[src/rag_pkg.sv]
package rag_pkg;
  localparam int RAM_AW = 10;
  localparam int PC_W = 14;
  localparam int ROM_DW = 10;
  localparam logic [9:0] MEMREG_BASE = 10'h040;
  localparam logic [9:0] MEMREG_LAST = 10'h04f;
  localparam int PAGE_LSB = 8;
  localparam int ZPAGE_W = 6;
  localparam int TBL_ACC_BIT = 8;
  localparam int TBL_PORT_BIT = 9;
  localparam logic [3:0] NIB_RESET = 4'h0;
  localparam logic [13:0] PC_RESET = 14'h0000;
  localparam logic [9:0] RAM_ADDR_RESET = 10'h000;

  typedef enum logic [3:0] {
    RAG_RAM_NONE = 4'h1,
    RAG_RAM_INDIRECT = 4'h2,
    RAG_RAM_DIRECT = 4'h4,
    RAG_RAM_MEMREG = 4'h8
  } rag_ram_mode_t;

  typedef enum logic [2:0] {
    RAG_OP_NONE = 3'h0,
    RAG_OP_LONG_JUMP = 3'h1,
    RAG_OP_IN_PAGE_JUMP = 3'h2,
    RAG_OP_ZERO_PAGE_SUB = 3'h3,
    RAG_OP_TABLE_JUMP = 3'h4,
    RAG_OP_TABLE_READ = 3'h5
  } rag_rom_op_t;

  typedef enum logic [2:0] {
    RAG_ST_RUN = 3'h1,
    RAG_ST_TBL_FETCH = 3'h2,
    RAG_ST_TBL_WRITE = 3'h4
  } rag_state_t;

  typedef struct packed {
    logic [3:0] page;
    logic [3:0] column;
    logic [1:0] index;
  } rag_ptr_t;

  typedef struct packed {
    logic [3:0] hi;
    logic [3:0] lo;
  } rag_pair_t;
endpackage : rag_pkg

[src/rag_core.sv]
`timescale 1ns/10ps
module rag_core (
  input wire logic mclk_i,
  input wire logic rst_n_i,
  input wire logic ce_i,
  input wire rag_pkg::rag_rom_op_t rom_op_i,
  input wire logic [13:0] rom_imm_i,
  input wire rag_pkg::rag_ram_mode_t ram_mode_i,
  input wire rag_pkg::rag_ptr_t ptr_i,
  input wire logic [9:0] direct_addr_i,
  input wire logic [3:0] memreg_sel_i,
  input wire logic [3:0] acc_i,
  input wire logic [3:0] second_accum_i,
  input wire logic [9:0] rom_data_i,
  output logic [13:0] pc_o,
  output logic [13:0] rom_addr_o,
  output logic [9:0] ram_addr_o,
  output logic ram_valid_o,
  output logic [3:0] acc_o,
  output logic [3:0] second_accum_o,
  output logic acc_load_o,
  output logic [3:0] port_out_one_o,
  output logic [3:0] port_out_two_o,
  output logic busy_o
);
  rag_pkg::rag_state_t state;
  rag_pkg::rag_state_t next_state;
  logic [13:0] pc;
  logic [13:0] next_pc;
  logic [9:0] ram_addr_c;
  logic ram_valid_c;

  // Phase of a table read; every branch is refused until it is back in run
  wire in_run = (state == rag_pkg::RAG_ST_RUN);
  wire in_fetch = (state == rag_pkg::RAG_ST_TBL_FETCH);
  wire in_write = (state == rag_pkg::RAG_ST_TBL_WRITE);

  wire take_long = in_run && (rom_op_i == rag_pkg::RAG_OP_LONG_JUMP);
  wire take_page = in_run && (rom_op_i == rag_pkg::RAG_OP_IN_PAGE_JUMP);
  wire take_zero = in_run && (rom_op_i == rag_pkg::RAG_OP_ZERO_PAGE_SUB);
  wire take_tjump = in_run && (rom_op_i == rag_pkg::RAG_OP_TABLE_JUMP);
  wire start_tbl = in_run && (rom_op_i == rag_pkg::RAG_OP_TABLE_READ);

  // pc holds the word now executing, so pc_inc is the already stepped counter
  // whose page bits an in-page jump keeps, even from the last word of a page
  wire [13:0] pc_inc = pc + 14'h0001;
  wire [13:0] long_target = rom_imm_i;
  wire [13:0] in_page = {pc_inc[13:rag_pkg::PAGE_LSB], rom_imm_i[7:0]};
  wire [13:0] zero_page = {8'h00, rom_imm_i[rag_pkg::ZPAGE_W-1:0]};
  wire [13:0] table_addr = {2'b00, rom_imm_i[3:0], second_accum_i, acc_i};

  always_comb begin
    next_pc = pc;
    if (take_long) begin
      next_pc = long_target;
    end else if (take_page) begin
      next_pc = in_page;
    end else if (take_zero) begin
      next_pc = zero_page;
    end else if (take_tjump) begin
      next_pc = table_addr;
    end else if (in_run) begin
      // A table read steps on like any other word; fetch and write hold the counter
      next_pc = pc_inc;
    end
  end

  always_comb begin
    next_state = state;
    case (state)
      rag_pkg::RAG_ST_RUN: begin
        if (start_tbl) begin
          next_state = rag_pkg::RAG_ST_TBL_FETCH;
        end
      end
      rag_pkg::RAG_ST_TBL_FETCH: begin
        next_state = rag_pkg::RAG_ST_TBL_WRITE;
      end
      rag_pkg::RAG_ST_TBL_WRITE: begin
        next_state = rag_pkg::RAG_ST_RUN;
      end
      default: begin
        next_state = rag_pkg::RAG_ST_RUN;
      end
    endcase
  end

  // The table address stays on the ROM port through the fetch cycle, so a ROM
  // with a registered output still delivers the table word in the write cycle
  wire [13:0] held_rom = in_fetch ? rom_addr_o : next_pc;
  wire [13:0] next_rom_addr = start_tbl ? table_addr : held_rom;
  wire next_busy = (next_state != rag_pkg::RAG_ST_RUN);

  wire hit_acc = rom_data_i[rag_pkg::TBL_ACC_BIT];
  wire hit_port = rom_data_i[rag_pkg::TBL_PORT_BIT];
  // The two tests are independent, so both destinations may update in one step
  wire write_acc = in_write && hit_acc;
  wire write_port = in_write && hit_port;
  // Low nibble to the first register of each pair, high nibble to the second
  wire rag_pkg::rag_pair_t tdata = rom_data_i[7:0];

  rag_ram_addr rag_ram_addr_i (
    .mode_i(ram_mode_i),
    .ptr_i(ptr_i),
    .direct_addr_i(direct_addr_i),
    .memreg_sel_i(memreg_sel_i),
    .addr_o(ram_addr_c),
    .valid_o(ram_valid_c)
  );

  // Fetch and write cannot be cut short; only a reset leaves them early
  always_ff @(posedge mclk_i or negedge rst_n_i) begin
    if (!rst_n_i) begin
      state <= rag_pkg::RAG_ST_RUN;
    end else if (ce_i) begin
      state <= next_state;
    end
  end

  // Frozen with the clock enable low, like every other register here
  always_ff @(posedge mclk_i or negedge rst_n_i) begin
    if (!rst_n_i) begin
      pc <= rag_pkg::PC_RESET;
    end else if (ce_i) begin
      pc <= next_pc;
    end
  end

  always_ff @(posedge mclk_i or negedge rst_n_i) begin
    if (!rst_n_i) begin
      rom_addr_o <= rag_pkg::PC_RESET;
    end else if (ce_i) begin
      rom_addr_o <= next_rom_addr;
    end
  end

  // Registered so the RAM array sees a steady address for a whole cycle
  always_ff @(posedge mclk_i or negedge rst_n_i) begin
    if (!rst_n_i) begin
      ram_addr_o <= rag_pkg::RAM_ADDR_RESET;
    end else if (ce_i) begin
      ram_addr_o <= ram_addr_c;
    end
  end

  always_ff @(posedge mclk_i or negedge rst_n_i) begin
    if (!rst_n_i) begin
      ram_valid_o <= 1'b0;
    end else if (ce_i) begin
      ram_valid_o <= ram_valid_c;
    end
  end

  // Tells the fetch unit to hold its next instruction back
  always_ff @(posedge mclk_i or negedge rst_n_i) begin
    if (!rst_n_i) begin
      busy_o <= 1'b0;
    end else if (ce_i) begin
      busy_o <= next_busy;
    end
  end

  always_ff @(posedge mclk_i or negedge rst_n_i) begin
    if (!rst_n_i) begin
      acc_o <= rag_pkg::NIB_RESET;
    end else if (ce_i && write_acc) begin
      acc_o <= tdata.lo;
    end
  end

  always_ff @(posedge mclk_i or negedge rst_n_i) begin
    if (!rst_n_i) begin
      second_accum_o <= rag_pkg::NIB_RESET;
    end else if (ce_i && write_acc) begin
      second_accum_o <= tdata.hi;
    end
  end

  // One-cycle strobe for the core's accumulator write-back
  always_ff @(posedge mclk_i or negedge rst_n_i) begin
    if (!rst_n_i) begin
      acc_load_o <= 1'b0;
    end else if (ce_i) begin
      acc_load_o <= write_acc;
    end
  end

  // Port registers keep their value until a table read with bit 9 set
  always_ff @(posedge mclk_i or negedge rst_n_i) begin
    if (!rst_n_i) begin
      port_out_one_o <= rag_pkg::NIB_RESET;
    end else if (ce_i && write_port) begin
      port_out_one_o <= tdata.lo;
    end
  end

  always_ff @(posedge mclk_i or negedge rst_n_i) begin
    if (!rst_n_i) begin
      port_out_two_o <= rag_pkg::NIB_RESET;
    end else if (ce_i && write_port) begin
      port_out_two_o <= tdata.hi;
    end
  end

  assign pc_o = pc;
endmodule : rag_core

[src/rag_ram_addr.sv]
`timescale 1ns/10ps
module rag_ram_addr (
  input wire rag_pkg::rag_ram_mode_t mode_i,
  input wire rag_pkg::rag_ptr_t ptr_i,
  input wire logic [9:0] direct_addr_i,
  input wire logic [3:0] memreg_sel_i,
  output logic [9:0] addr_o,
  output logic valid_o
);
  wire [9:0] indirect_addr = {ptr_i.index, ptr_i.column, ptr_i.page};
  wire [9:0] memreg_addr = rag_pkg::MEMREG_BASE | {6'h00, memreg_sel_i};

  always_comb begin
    case (mode_i)
      rag_pkg::RAG_RAM_INDIRECT: addr_o = indirect_addr;
      rag_pkg::RAG_RAM_DIRECT: addr_o = direct_addr_i;
      rag_pkg::RAG_RAM_MEMREG: addr_o = memreg_addr;
      default: addr_o = 10'h000;
    endcase
    valid_o = (mode_i != rag_pkg::RAG_RAM_NONE);
  end
endmodule : rag_ram_addr

[config.mk]
export PLATFORM = sky130hd
export DESIGN_NAME = rag_core
export DESIGN_NICKNAME = d
export VERILOG_FILES = /design/src/rag_pkg.sv /design/src/rag_core.sv /design/src/rag_ram_addr.sv
export SDC_FILE = /design/constraint.sdc
export NUM_CORES = 1
export LEC_CHECK = 0
export BUFFER_PORTS_ARGS = -buffer_cell sky130_fd_sc_hd__buf_4
export CORE_ASPECT_RATIO = 1.5
export CORE_MARGIN = 2
export CORE_UTILIZATION = 45
export DETAILED_ROUTE_END_ITERATION = 7
export GPL_TIMING_DRIVEN = 1
export PLACE_DENSITY_LB_ADDON = 0.1
export SETUP_SLACK_MARGIN = 0.3
export SYNTH_ARGS = -nofsm -noshare
export SYNTH_HDL_FRONTEND = slang
export SYNTH_HIERARCHICAL = 1
export SYNTH_SLANG_ARGS = --single-unit
[constraint.sdc]
create_clock -name mclk_i -period 2 [get_ports mclk_i]
set_input_delay 0.4 -clock mclk_i [delete_from_list [all_inputs] [get_ports mclk_i]]
set_output_delay 0.4 -clock mclk_i [all_outputs]
set_load 0.01 [all_outputs]
## Word-level counts from Yosys, hierarchy flattened

Cells that the tools add are included.

| operators by class | value |
|---|---|
| add/sub/neg operators | 1 |
| multiply operators | 0 |
| div/mod/pow operators | 0 |
| magnitude comparators | 0 |
| equality and inequality tests | 14 |
| shift operators | 0 |
| multiplexer cells | 10 |
| bitwise operators | 0 |
| reductions and logical operators | 10 |

Operators with widths:

| operator | count |
|---|---|
| 14-bit two-way mux | 7 |
| 10-bit case mux with 3 select lines | 1 |
| 14-bit by 1-bit adder with 14-bit output (second input constant) | 1 |
| 3-bit by 2-bit == test with 1-bit output (second input constant) | 3 |
| 3-bit == test (second input constant) | 3 |
| 1-bit logical AND | 9 |
| 3-bit by 1-bit == test with 1-bit output (second input constant) | 2 |
| 3-bit case mux with 2 select lines | 1 |
| 4-bit by 2-bit == test with 1-bit output (second input constant) | 1 |
| 4-bit by 3-bit == test with 1-bit output (second input constant) | 1 |
| 4-bit == test (second input constant) | 1 |
| 4-bit by 1-bit inequality test with 1-bit output (second input constant) | 1 |
| 3-bit two-way mux | 1 |
| 3-bit by 1-bit inequality test with 1-bit output (second input constant) | 1 |
| 2-bit by 1-bit inequality test with 1-bit output (second input constant) | 1 |
| 2-bit AND reduction | 1 |

| storage, ports and cells | value |
|---|---|
| register bits | 60 |
| bits in latches | 0 |
| RAM bits | 0 |
| ROM bits | 0 |
| output and inout bits | 57 |
| word-level logic and storage cells | 46 |
| memories | 0 |

## Logic depth before layout (Yosys ltp)

Gate-level depths: netlist of run 1.

| depth | value |
|---|---|
| depth after elaboration | 8 |
| depth in mapped cells | 7 |
| mapped depth without buffers | 7 |

## By module

Netlist of run 1, hierarchy kept.

Modules (own cells, without submodules):

| module | times used | cells an instance | area an instance (um^2) | sequential area each (um^2) |
|---|---|---|---|---|
| rag_core | 1 | 307 | 3072.9 | 1502.7 |
| rag_ram_addr | 1 | 18 | 188.9 | 0.0 |

## Least setup slack after synthesis of run 1

OpenSTA, ideal clock, no wires.

| path | value |
|---|---|
| kind | register to register |
| start | reg state[0] |
| end | reg pc[12] (netlist: pc_o[12]) |
| setup time | 125 ps |
| arrival time | 2006 ps |
| required time | 1875 ps |
| setup slack | -131 ps |
| cell stages (with the launch flop) | 8 |
| path buffers | 1 |
| period minus slack after synthesis | 2131 ps |
| cells stage by stage | dfstp_2 or3b_4 buf_6 nor4_1 xnor2_1 a21oi_1 o22a_1 mux2_2 |

| between the ends | value |
|---|---|
| word-level cells in the longest chain between the ends | 6 |

RTL lines:

| element | RTL line | text |
|---|---|---|
| from (decl) | rag_core.sv:26 | `rag_pkg::rag_state_t state;` |
| from (signal assigned) | rag_core.sv:114 | `state <= rag_pkg::RAG_ST_RUN;` |
| from (signal assigned) | rag_core.sv:116 | `state <= next_state;` |
| 3-bit by 1-bit == test with 1-bit output (*) | rag_core.sv:34 | `wire in_run = (state == rag_pkg::RAG_ST_RUN);` |
| 14-bit two-way mux or 1-bit logical AND (tied branches) | rag_core.sv:62, rag_core.sv:41 |  |
| 14-bit two-way mux | rag_core.sv:60 | `end else if (take_tjump) begin` |
| 14-bit two-way mux | rag_core.sv:58 | `end else if (take_zero) begin` |
| 14-bit two-way mux | rag_core.sv:56 | `end else if (take_page) begin` |
| 14-bit two-way mux (*) | rag_core.sv:54 | `if (take_long) begin` |
| to (signal assigned) | rag_core.sv:123 | `pc <= rag_pkg::PC_RESET;` |
| to (signal assigned) | rag_core.sv:125 | `pc <= next_pc;` |
| to (decl) | rag_core.sv:28 | `logic [13:0] pc;` |

Mark *: on every way between the ends. The rest lies on a longest branch, timed or not.
A chain may end at the register's enable or synchronous reset.

## Worst setup path after layout of run 1

| path | value |
|---|---|
| start | reg state[0] |
| end | reg pc[8] (netlist: pc_o[8]) |

The elaborated chain is that of the path after synthesis.

==> metrics.yaml, run 1 <==
outcome:
  status: "complete, but fails checks"
  violations: "setup timing"
critical_path:
  startpoint_type: "register"
  crit_required_ns: 2.23
  path_buf_inv: 2
  slowest_delay_ns: 0.54
  path_cells: "or3b_4 > buf_4 > nor3_4 > buf_6 > a211o_1 > nand3_2 > mux2_2"
  path_class: "register to register"
  worstPathArrival_ns: 2.31
  critical_path.top_delay_family: "simple AND/OR/NAND/NOR gates"
  worstPathMaxFanout: 4
  worst_path_max_delay_cell: "dfstp_2"
  cp-end-kind: "register"
floorplan:
  dieArea_um2: 7960
  die_w_um: 73.52
  io_pins: 123
  rows: 38
  fp.dieH_um: 108.3
  start_util_pct: 45.74
  core-area_um2: 7132
synth:
  async_reset_ff_share_pct: 100.0
  synth_cell_types: 48
  synth-xor-area-share_pct: 4.565
  synth_area_um2: 3262
  synth-seq-cells: 60
  synth_compound_area_share_pct: 19.14
  seq_area_frac_synth_pct: 46.07
  yosys_most_used_dff: "dfrtp_1"
  synth_area_leader_cell: "dfrtp_1"
  synth_simple_gate_area_share_pct: 15.23
  synthMuxAreaShare_pct: 11.01
  synth_top_cell_area_share_pct: 45.26
  synth_area_leaders: "dfrtp_1 (45%), mux2_2 (11%), xnor2_1 (3.8%), nor2_1 (3.6%), a21oi_1 (3.5%)"
  ys_warn_count: 6
  syn_avg_cell_area_um2: 10.04
  synth_top_family_by_area: "compound AO/OA/AOI/OAI gates"
  synth_nets: 392
  synth-adder-area-share_pct: 0.3836
  synth_edf_count: 0
  syn_inst: 325
clocking:
  numCtsBuffers: 9
  cts_buffer_depth: 2
  clock_latency_ns: 0.35
  cts_root_buf: "clkbuf_8"
  path_clk_slew_ns: 0.08
  cts_tree: "done"
  h-tree-depth: 3
  clkSinkCount: 60
sta:
  hold_slack_ns: 0.2902
  worst_slack_ns: -0.07763
  fmax_ghz: 0.4813
  hold_viol: 0
  post-route-period-util_pct: 103.9
  slew_viol_final: 0
  min_period_ns: 2.078
  rsz0062_at_grt: "true"
  setup_violations: 6
  skew_ns: 0.01424
  relSlewSlack_pct: 49.68
  worst_pin_slew_ns: 0.7532
run:
  cap_violations: 0
route:
  wirelength_um: 11400
  viasPerCell: 5.949
  wl_per_cell_um: 19.26
  vias: 3522
  ant_nets: 0
  drt-initial-drc-count: 221
  drc_errors: 0
  dr.pass1.iters: 5
global_routing:
  use_met1_pct: 30.97
  grtUsageMet2_pct: 48.28
  grt_overflow: 0
  grtUsageTotal_pct: 28.52
  grt_max_degree: 32
  met3_usage_pct: 6.897
  antenna_found_initial: 0
  grt_pass1_vias: 3476
  top_usage_layer: "met2"
  grt_pass1_wl_um: 17060
hold_path:
  min_path_type: "input port to register"
power_and_ir_drop:
  power.total_mw: 5.796
  cellPowerDensity_nw_per_um2: 1068
  ir_drop_mv: 0.6744
  leakage_nw: 2.529
cells_and_area:
  nNetsFinal: 574
  num_antenna_cells: 0
  layout-drive-gt1-share_pct: 58.59
  final_cell_mix: "buf_4 (166), dfrtp_1 (56), mux2_2 (29), nor2_1 (26), a21oi_1 (18)"
  mostFrequentLayoutCell: "buf_4"
  area_delta_synth_final_pct: 66.36
place:
  place.gp.congestion: 0.9206
  dp_hpwl_um: 7646
  port_buffers: 122
[where the power goes]
group | leakage, nW | internal, mW | switching [mW]
Sequential | 0.729 | 1.54 | 0.274
Clock | 0.122 | 0.861 | 0.511
Combinational | 1.68 | 1.34 | 1.28
Total | 2.53 | 3.74 | 2.06
[Yosys cell counts (all sizes together), types with 2 or more instances]
master and number:
o21ai 15, xor2 3, a22o 9, nor3b 2, nor4b 3, o221ai 2
a31oi 4, nor3 8, o211ai 3, nand4 5, a211o 2, clkbuf 14
inv 13, or3b 2, nor2 31, nor4 8, a211oi 7, xnor2 14
dfrtp 59, o22ai 6, mux2 31, buf 2, a22oi 6, nand3 10
a21o 3, nand2 22, a21oi 23, a222oi 4
[per-layer routing]
layer | vias up | part of all wire (%)
li1 | 1578 | -
met1 | 1717 | 35
met2 | 178 | 53
met3 | 49 | 6.0
met4 | 0 | 5.5
met5 | - | 0
[kinds of logic after synthesis]
logic type,count (synthesis)
xor+xnor,17
simple gates,94
buf+inv,29
flops,60
compound gates,92
fa+ha+maj,1
mux,32
[flip-flops by register name, summed over array words and instances (netlist names)]
register,cells
acc_o,4
port_out_one_o,4
ram_addr_o,10
busy_o,1
port_out_two_o,4
rom_addr_o,14
acc_load_o,1
second_accum_o,4
pc_o,14
ram_valid_o,1
state,3
[worst reg2reg max path: cells and delay by family (launching register included)]
kind | cells | cell delay [ns]
simple gates | 3 | 0.70
compound gates | 1 | 0.11
flops | 1 | 0.54
buf+inv | 2 | 0.32
mux | 1 | 0.28
[metrics by stage]
step                setup TNS (ns)  std cells  setup slack (ns)  area [um^2]  utilization [%]
global route                -1.192        592           -0.1129         5426            76.09
finish                     -0.3040        592          -0.07763         5426            76.09
detailed placement        -0.07851        552          -0.05193         4614            64.70
floorplan                        0        325           0.03040         3349                -
CTS                       -0.02333        587          -0.02333         5271            73.91
global placement          -0.03799        552          -0.03799         4614            64.70
[timing repair]
item	in CTS	in global routing
endpoints found under the setup margin	30	38
hold buffers	1	0
gates cloned	0	2
pin swaps	30	14
hold endpoints to repair	26	0
gates resized for setup	58	28
buffers inserted	18	3
[worst paths after layout]
| check | startpoint | endpoint | slack, ns | cells after the start |
|---|---|---|---|---|
| min in group asynchronous | rst_n_i | ram_valid_o | 0.54 | 2 |
| min reg2reg | rom_addr_o[5] | rom_addr_o[5] | 0.49 | 2 |
| max in group asynchronous | rst_n_i | busy_o | 0.94 | 3 |
| min | rom_data_i[6] | port_out_two_o[2] | 0.29 | 2 |
| max | state[0] | pc_o[8] | -0.08 | 7 |
| max reg2reg | state[0] | pc_o[8] | -0.08 | 7 |
[area by class of cell]
| type | instances | area (um^2) |
|---|---|---|
| clock buffers | 10 | 137.6 |
| clock inverters | 6 | 111.4 |
| fillers | 468 | 1705 |
| inverters | 13 | 48.80 |
| multi-input cells | 237 | 2022 |
| flip-flops and latches | 60 | 1506 |
| well taps | 80 | 100.1 |
| repair buffers | 186 | 1500 |
(Power assumes the default switching activity.)
==> inputs of run 2 (changes only) <==
Settings changed: ABC_AREA set to 1, CORE_UTILIZATION 45 to 46, CTS_CLUSTER_SIZE set to 28.
==> run 2 against run 1 <==
  * The flow now finishes without violations
  * Worst setup slack improved by 0.30 ns
  * Register-to-register slack improved by 0.30 ns
  * Sequential power decreased by 6%
  * Sequential share of layout area increased by 1.6 points
  * First-iteration DRC count decreased by 12%
  * Clock-buffer cell count decreased by 1
  * Wire length decreased by 5.6%
  * Maximum frequency increased by 17%
  * Global-route usage decreased by 1.2 points
  * Final cell count increased by 25%
  * Clock power increased by 14%
  * Critical endpoint is now rom_addr_o[9]
==> metrics.yaml, run 2 <==
clocking:
  cts_buffer_depth: 2  # unchanged
  clkSinkCount: 60  # unchanged
  path_clk_slew_ns: 0.05  # was 0.08 ns
  cts-hold-fix-buffers: 0  # was 1
  cts_tree: "done"  # unchanged
  h-tree-depth: 3  # unchanged
  clock_latency_ns: 0.33  # was 0.35 ns
  numCtsBuffers: 9  # unchanged
  cts_root_buf: "clkbuf_16"  # was clkbuf_8
sta:
  fmax_ghz: 0.5633  # was 0.4813 GHz
  setup_violations: 0  # was 6
  tns_ns: 0  # was -0.3040 ns
  post-route-period-util_pct: 88.77  # was 103.9%
  relSlewSlack_pct: 49.28  # was 49.68%
  min_period_ns: 1.775  # was 2.078 ns
  hold_viol: 0  # unchanged
  rsz0062_at_grt: "true"  # unchanged
  skew_ns: 0.005025  # was 0.01424 ns
  worst_pin_slew_ns: 0.7599  # was 0.7532 ns
  slew_viol_final: 0  # unchanged
global_routing:
  grt_max_degree: 37  # was 32
  grt_pass1_vias: 3812  # was 3,476
  grtUsageTotal_pct: 27.35  # was 28.52%
  grt_pass1_wl_um: 17310  # was 17,060 um
  antenna_found_initial: 0  # unchanged
  grt_overflow: 0  # unchanged
place:
  dp_hpwl_um: 7965  # was 7646 um
  place.gp.congestion: 0.9463  # was 0.9206
  port_buffers: 122  # unchanged
route:
  dr_wl_met3_um: 550  # was 682 um
  drt-initial-drc-count: 194  # was 221
  ant_nets: 0  # unchanged
  route.met2.wl_um: 5716  # was 6061 um
  wl_per_cell_um: 14.59  # was 19.26 um
  wirelength_um: 10770  # was 11,400 um
  viasPerCell: 5.154  # was 5.949
  drt-met1-wl_um: 4093  # was 4029 um
  drc_errors: 0  # unchanged
  highest_layer: "met4"  # unchanged
  vias: 3804  # was 3,522
  dr.pass1.iters: 4  # was 5
synth:
  netlist_top_cells_count: "nand2_1 (163), dfrtp_1 (59), nand3_1 (56), inv_1 (33), nor2_1 (32)"  # was dfrtp_1 (59), mux2_2 (31), nor2_1 (31), a21oi_1 (23), nand2_1 (22)
  synth_area_um2: 3503  # was 3262 um^2
  synth_edf_count: 0  # unchanged
  synth_area_leaders: "dfrtp_1 (42%), nand2_1 (17%), nand3_1 (8.0%), o21ai_0 (3.7%), inv_1 (3.5%)"  # was dfrtp_1 (45%), mux2_2 (11%), xnor2_1 (3.8%), nor2_1 (3.6%), a21oi_1 (3.5%)
  synth_area_leader_cell: "dfrtp_1"  # unchanged
  synth_cell_types: 37  # was 48
  syn_avg_cell_area_um2: 7.223  # was 10.04 um^2
  synth_top_cell_area_share_pct: 42.14  # was 45.26%
  synth-seq-cells: 60  # unchanged
  yosys_most_used_dff: "dfrtp_1"  # unchanged
  syn_inst: 485  # was 325
  ys_warn_count: 6  # unchanged
  async_reset_ff_share_pct: 100.0  # unchanged
  seq_area_frac_synth_pct: 42.89  # was 46.07%
  synth_nets: 552  # was 392
  synthMostInstantiatedCell: "nand2_1"  # was dfrtp_1
critical_path:
  reg2reg_from: "state[0]"  # unchanged
  crit_required_ns: 2.22  # was 2.23 ns
  r2r-end: "rom_addr_o[9]"  # was pc_o[8]
  path_class: "register to register"  # unchanged
  cp-end-kind: "register"  # unchanged
  worstPathArrival_ns: 1.99  # was 2.31 ns
  r2r_cells: 11  # was 7
  startpoint_type: "register"  # unchanged
  worstPathMaxFanout: 6  # was 4
  rrSetupSlack_ns: 0.22  # was -0.08 ns
floorplan:
  die_w_um: 75.26  # was 73.52 um
  io_pins: 123  # unchanged
  fp.dieH_um: 110.9  # was 108.3 um
  dieArea_um2: 8345  # was 7960 um^2
  start_util_pct: 46.62  # was 45.74%
  core-area_um2: 7515  # was 7132 um^2
  rows: 39  # was 38
cells_and_area:
  nNetsFinal: 698  # was 574
  layout-drive-gt1-share_pct: 34.28  # was 58.59%
  mostFrequentLayoutCell: "nand2_1"  # was buf_4
  area_delta_synth_final_pct: 46.14  # was 66.36%
  num_antenna_cells: 0  # unchanged
  fillCellCount: 697  # was 468
  final_cell_mix: "nand2_1 (160), buf_4 (148), dfrtp_1 (57), nand3_1 (56), inv_1 (33)"  # was buf_4 (166), dfrtp_1 (56), mux2_2 (29), nor2_1 (26), a21oi_1 (18)
power_and_ir_drop:
  leakage_nw: 2.686  # was 2.529 nW
  cellPowerDensity_nw_per_um2: 938.3  # was 1068 nW/um^2
  ir_drop_mv: 0.9252  # was 0.6744 mV
  power.total_mw: 4.804  # was 5.796 mW
outcome:
  status: "finished clean"  # was complete, but fails checks
hold_path:
  min_path_type: "input port to async pin"  # was input port to register
run:
  cap_violations: 0  # unchanged
run 2: cell types whose count changed after synthesis, sizes merged, moves of 9 or more:
cell	before	now
xnor2	14	0
nor2	31	40
nand2	22	165
o21ai	15	40
a22o	9	0
nand3	10	59
buf	2	11
inv	13	43
mux2	31	0
run 2: logic make-up after synthesis:
family | share of synthesized area, %
simple gates | 35.71
compound gates | 12.18
buf+inv | 7.857
flops | 42.89
xor+xnor | 0.9999
fa+ha+maj | 0.3571
run 2: how the worst max path moves through the flow:
| stage | start | endpoint | slack [ns] | cells past startpoint |
|---|---|---|---|---|
| after floorplan | pc_o[1] | pc_o[12] | 0.41 | 10 |
| after global placement | state[0] | pc_o[1] | 0.18 | 9 |
| after detailed placement | state[0] | pc_o[1] | 0.12 | 9 |
| after CTS | state[0] | rom_addr_o[5] | 0.27 | 10 |
| after global routing | state[0] | rom_addr_o[9] | 0.15 | 12 |
| final | state[0] | rom_addr_o[9] | 0.22 | 11 |
run 2: layer usage:
layer  vias to the layer above  GRT usage, %
met2                       129         47.02
met1                      1780         30.35
met4                         0         14.97
met5                         -             0
li1                       1864             -
met3                        31         5.364
run 2: area by class of cell:
type | count | area, um^2 | area share [%]
Multi-Input combinational cell | 362 | 1810 | 35.36
Sequential cell | 60 | 1505 | 29.40
Timing Repair Buffer | 154 | 1205 | 23.53
Clock buffer | 9 | 225.2 | 4.399
Inverter | 44 | 170.2 | 3.324
Tap cell | 102 | 127.6 | 2.493
Clock inverter | 7 | 76.32 | 1.491
run 2: report_power, final:
group | internal, mW | switching (mW) | total, mW
clock network | 0.969 | 0.587 | 1.56
logic | 0.734 | 0.807 | 1.54
registers | 1.47 | 0.239 | 1.71
total | 3.17 | 1.63 | 4.80
run 2: timing repair:
item                       in CTS  in global routing
pin swaps                       8                  6
buffers inserted               13                  4
cloned                          0                  0
setup endpoints to repair      25                 26
gates resized for setup        11                 18
run 2: critical path: stages, from the launching register on:
cell and delay (ns):
dfstp_2 0.55, nand3_4 0.10, buf_4 0.16, nor2_4 0.19, buf_4 0.14, a21oi_1 0.06, nand2_1 0.08, nand2_1 0.06
nand2_2 0.08, nand2_1 0.07, nand2_1 0.11, nand2_1 0.06
run 2: per-stage QoR:
| stage | hold slack (ns) | area [um^2] | setup WS (ns) | cells | utilization (%) |
|---|---|---|---|---|---|
| final | 0.01780 | 5120 | 0.2246 | 738 | 68.13 |
| after global routing | 0.04774 | 5120 | 0.1491 | 738 | 68.13 |
| after CTS | 0.02285 | 5030 | 0.2749 | 734 | 66.93 |
| after detailed placement | 0.3829 | 4562 | 0.1216 | 705 | 60.71 |
| after global placement | 0.3816 | 4562 | 0.1803 | 705 | 60.71 |
| after floorplan | 0.1044 | 3503 | 0.4086 | 485 | - |
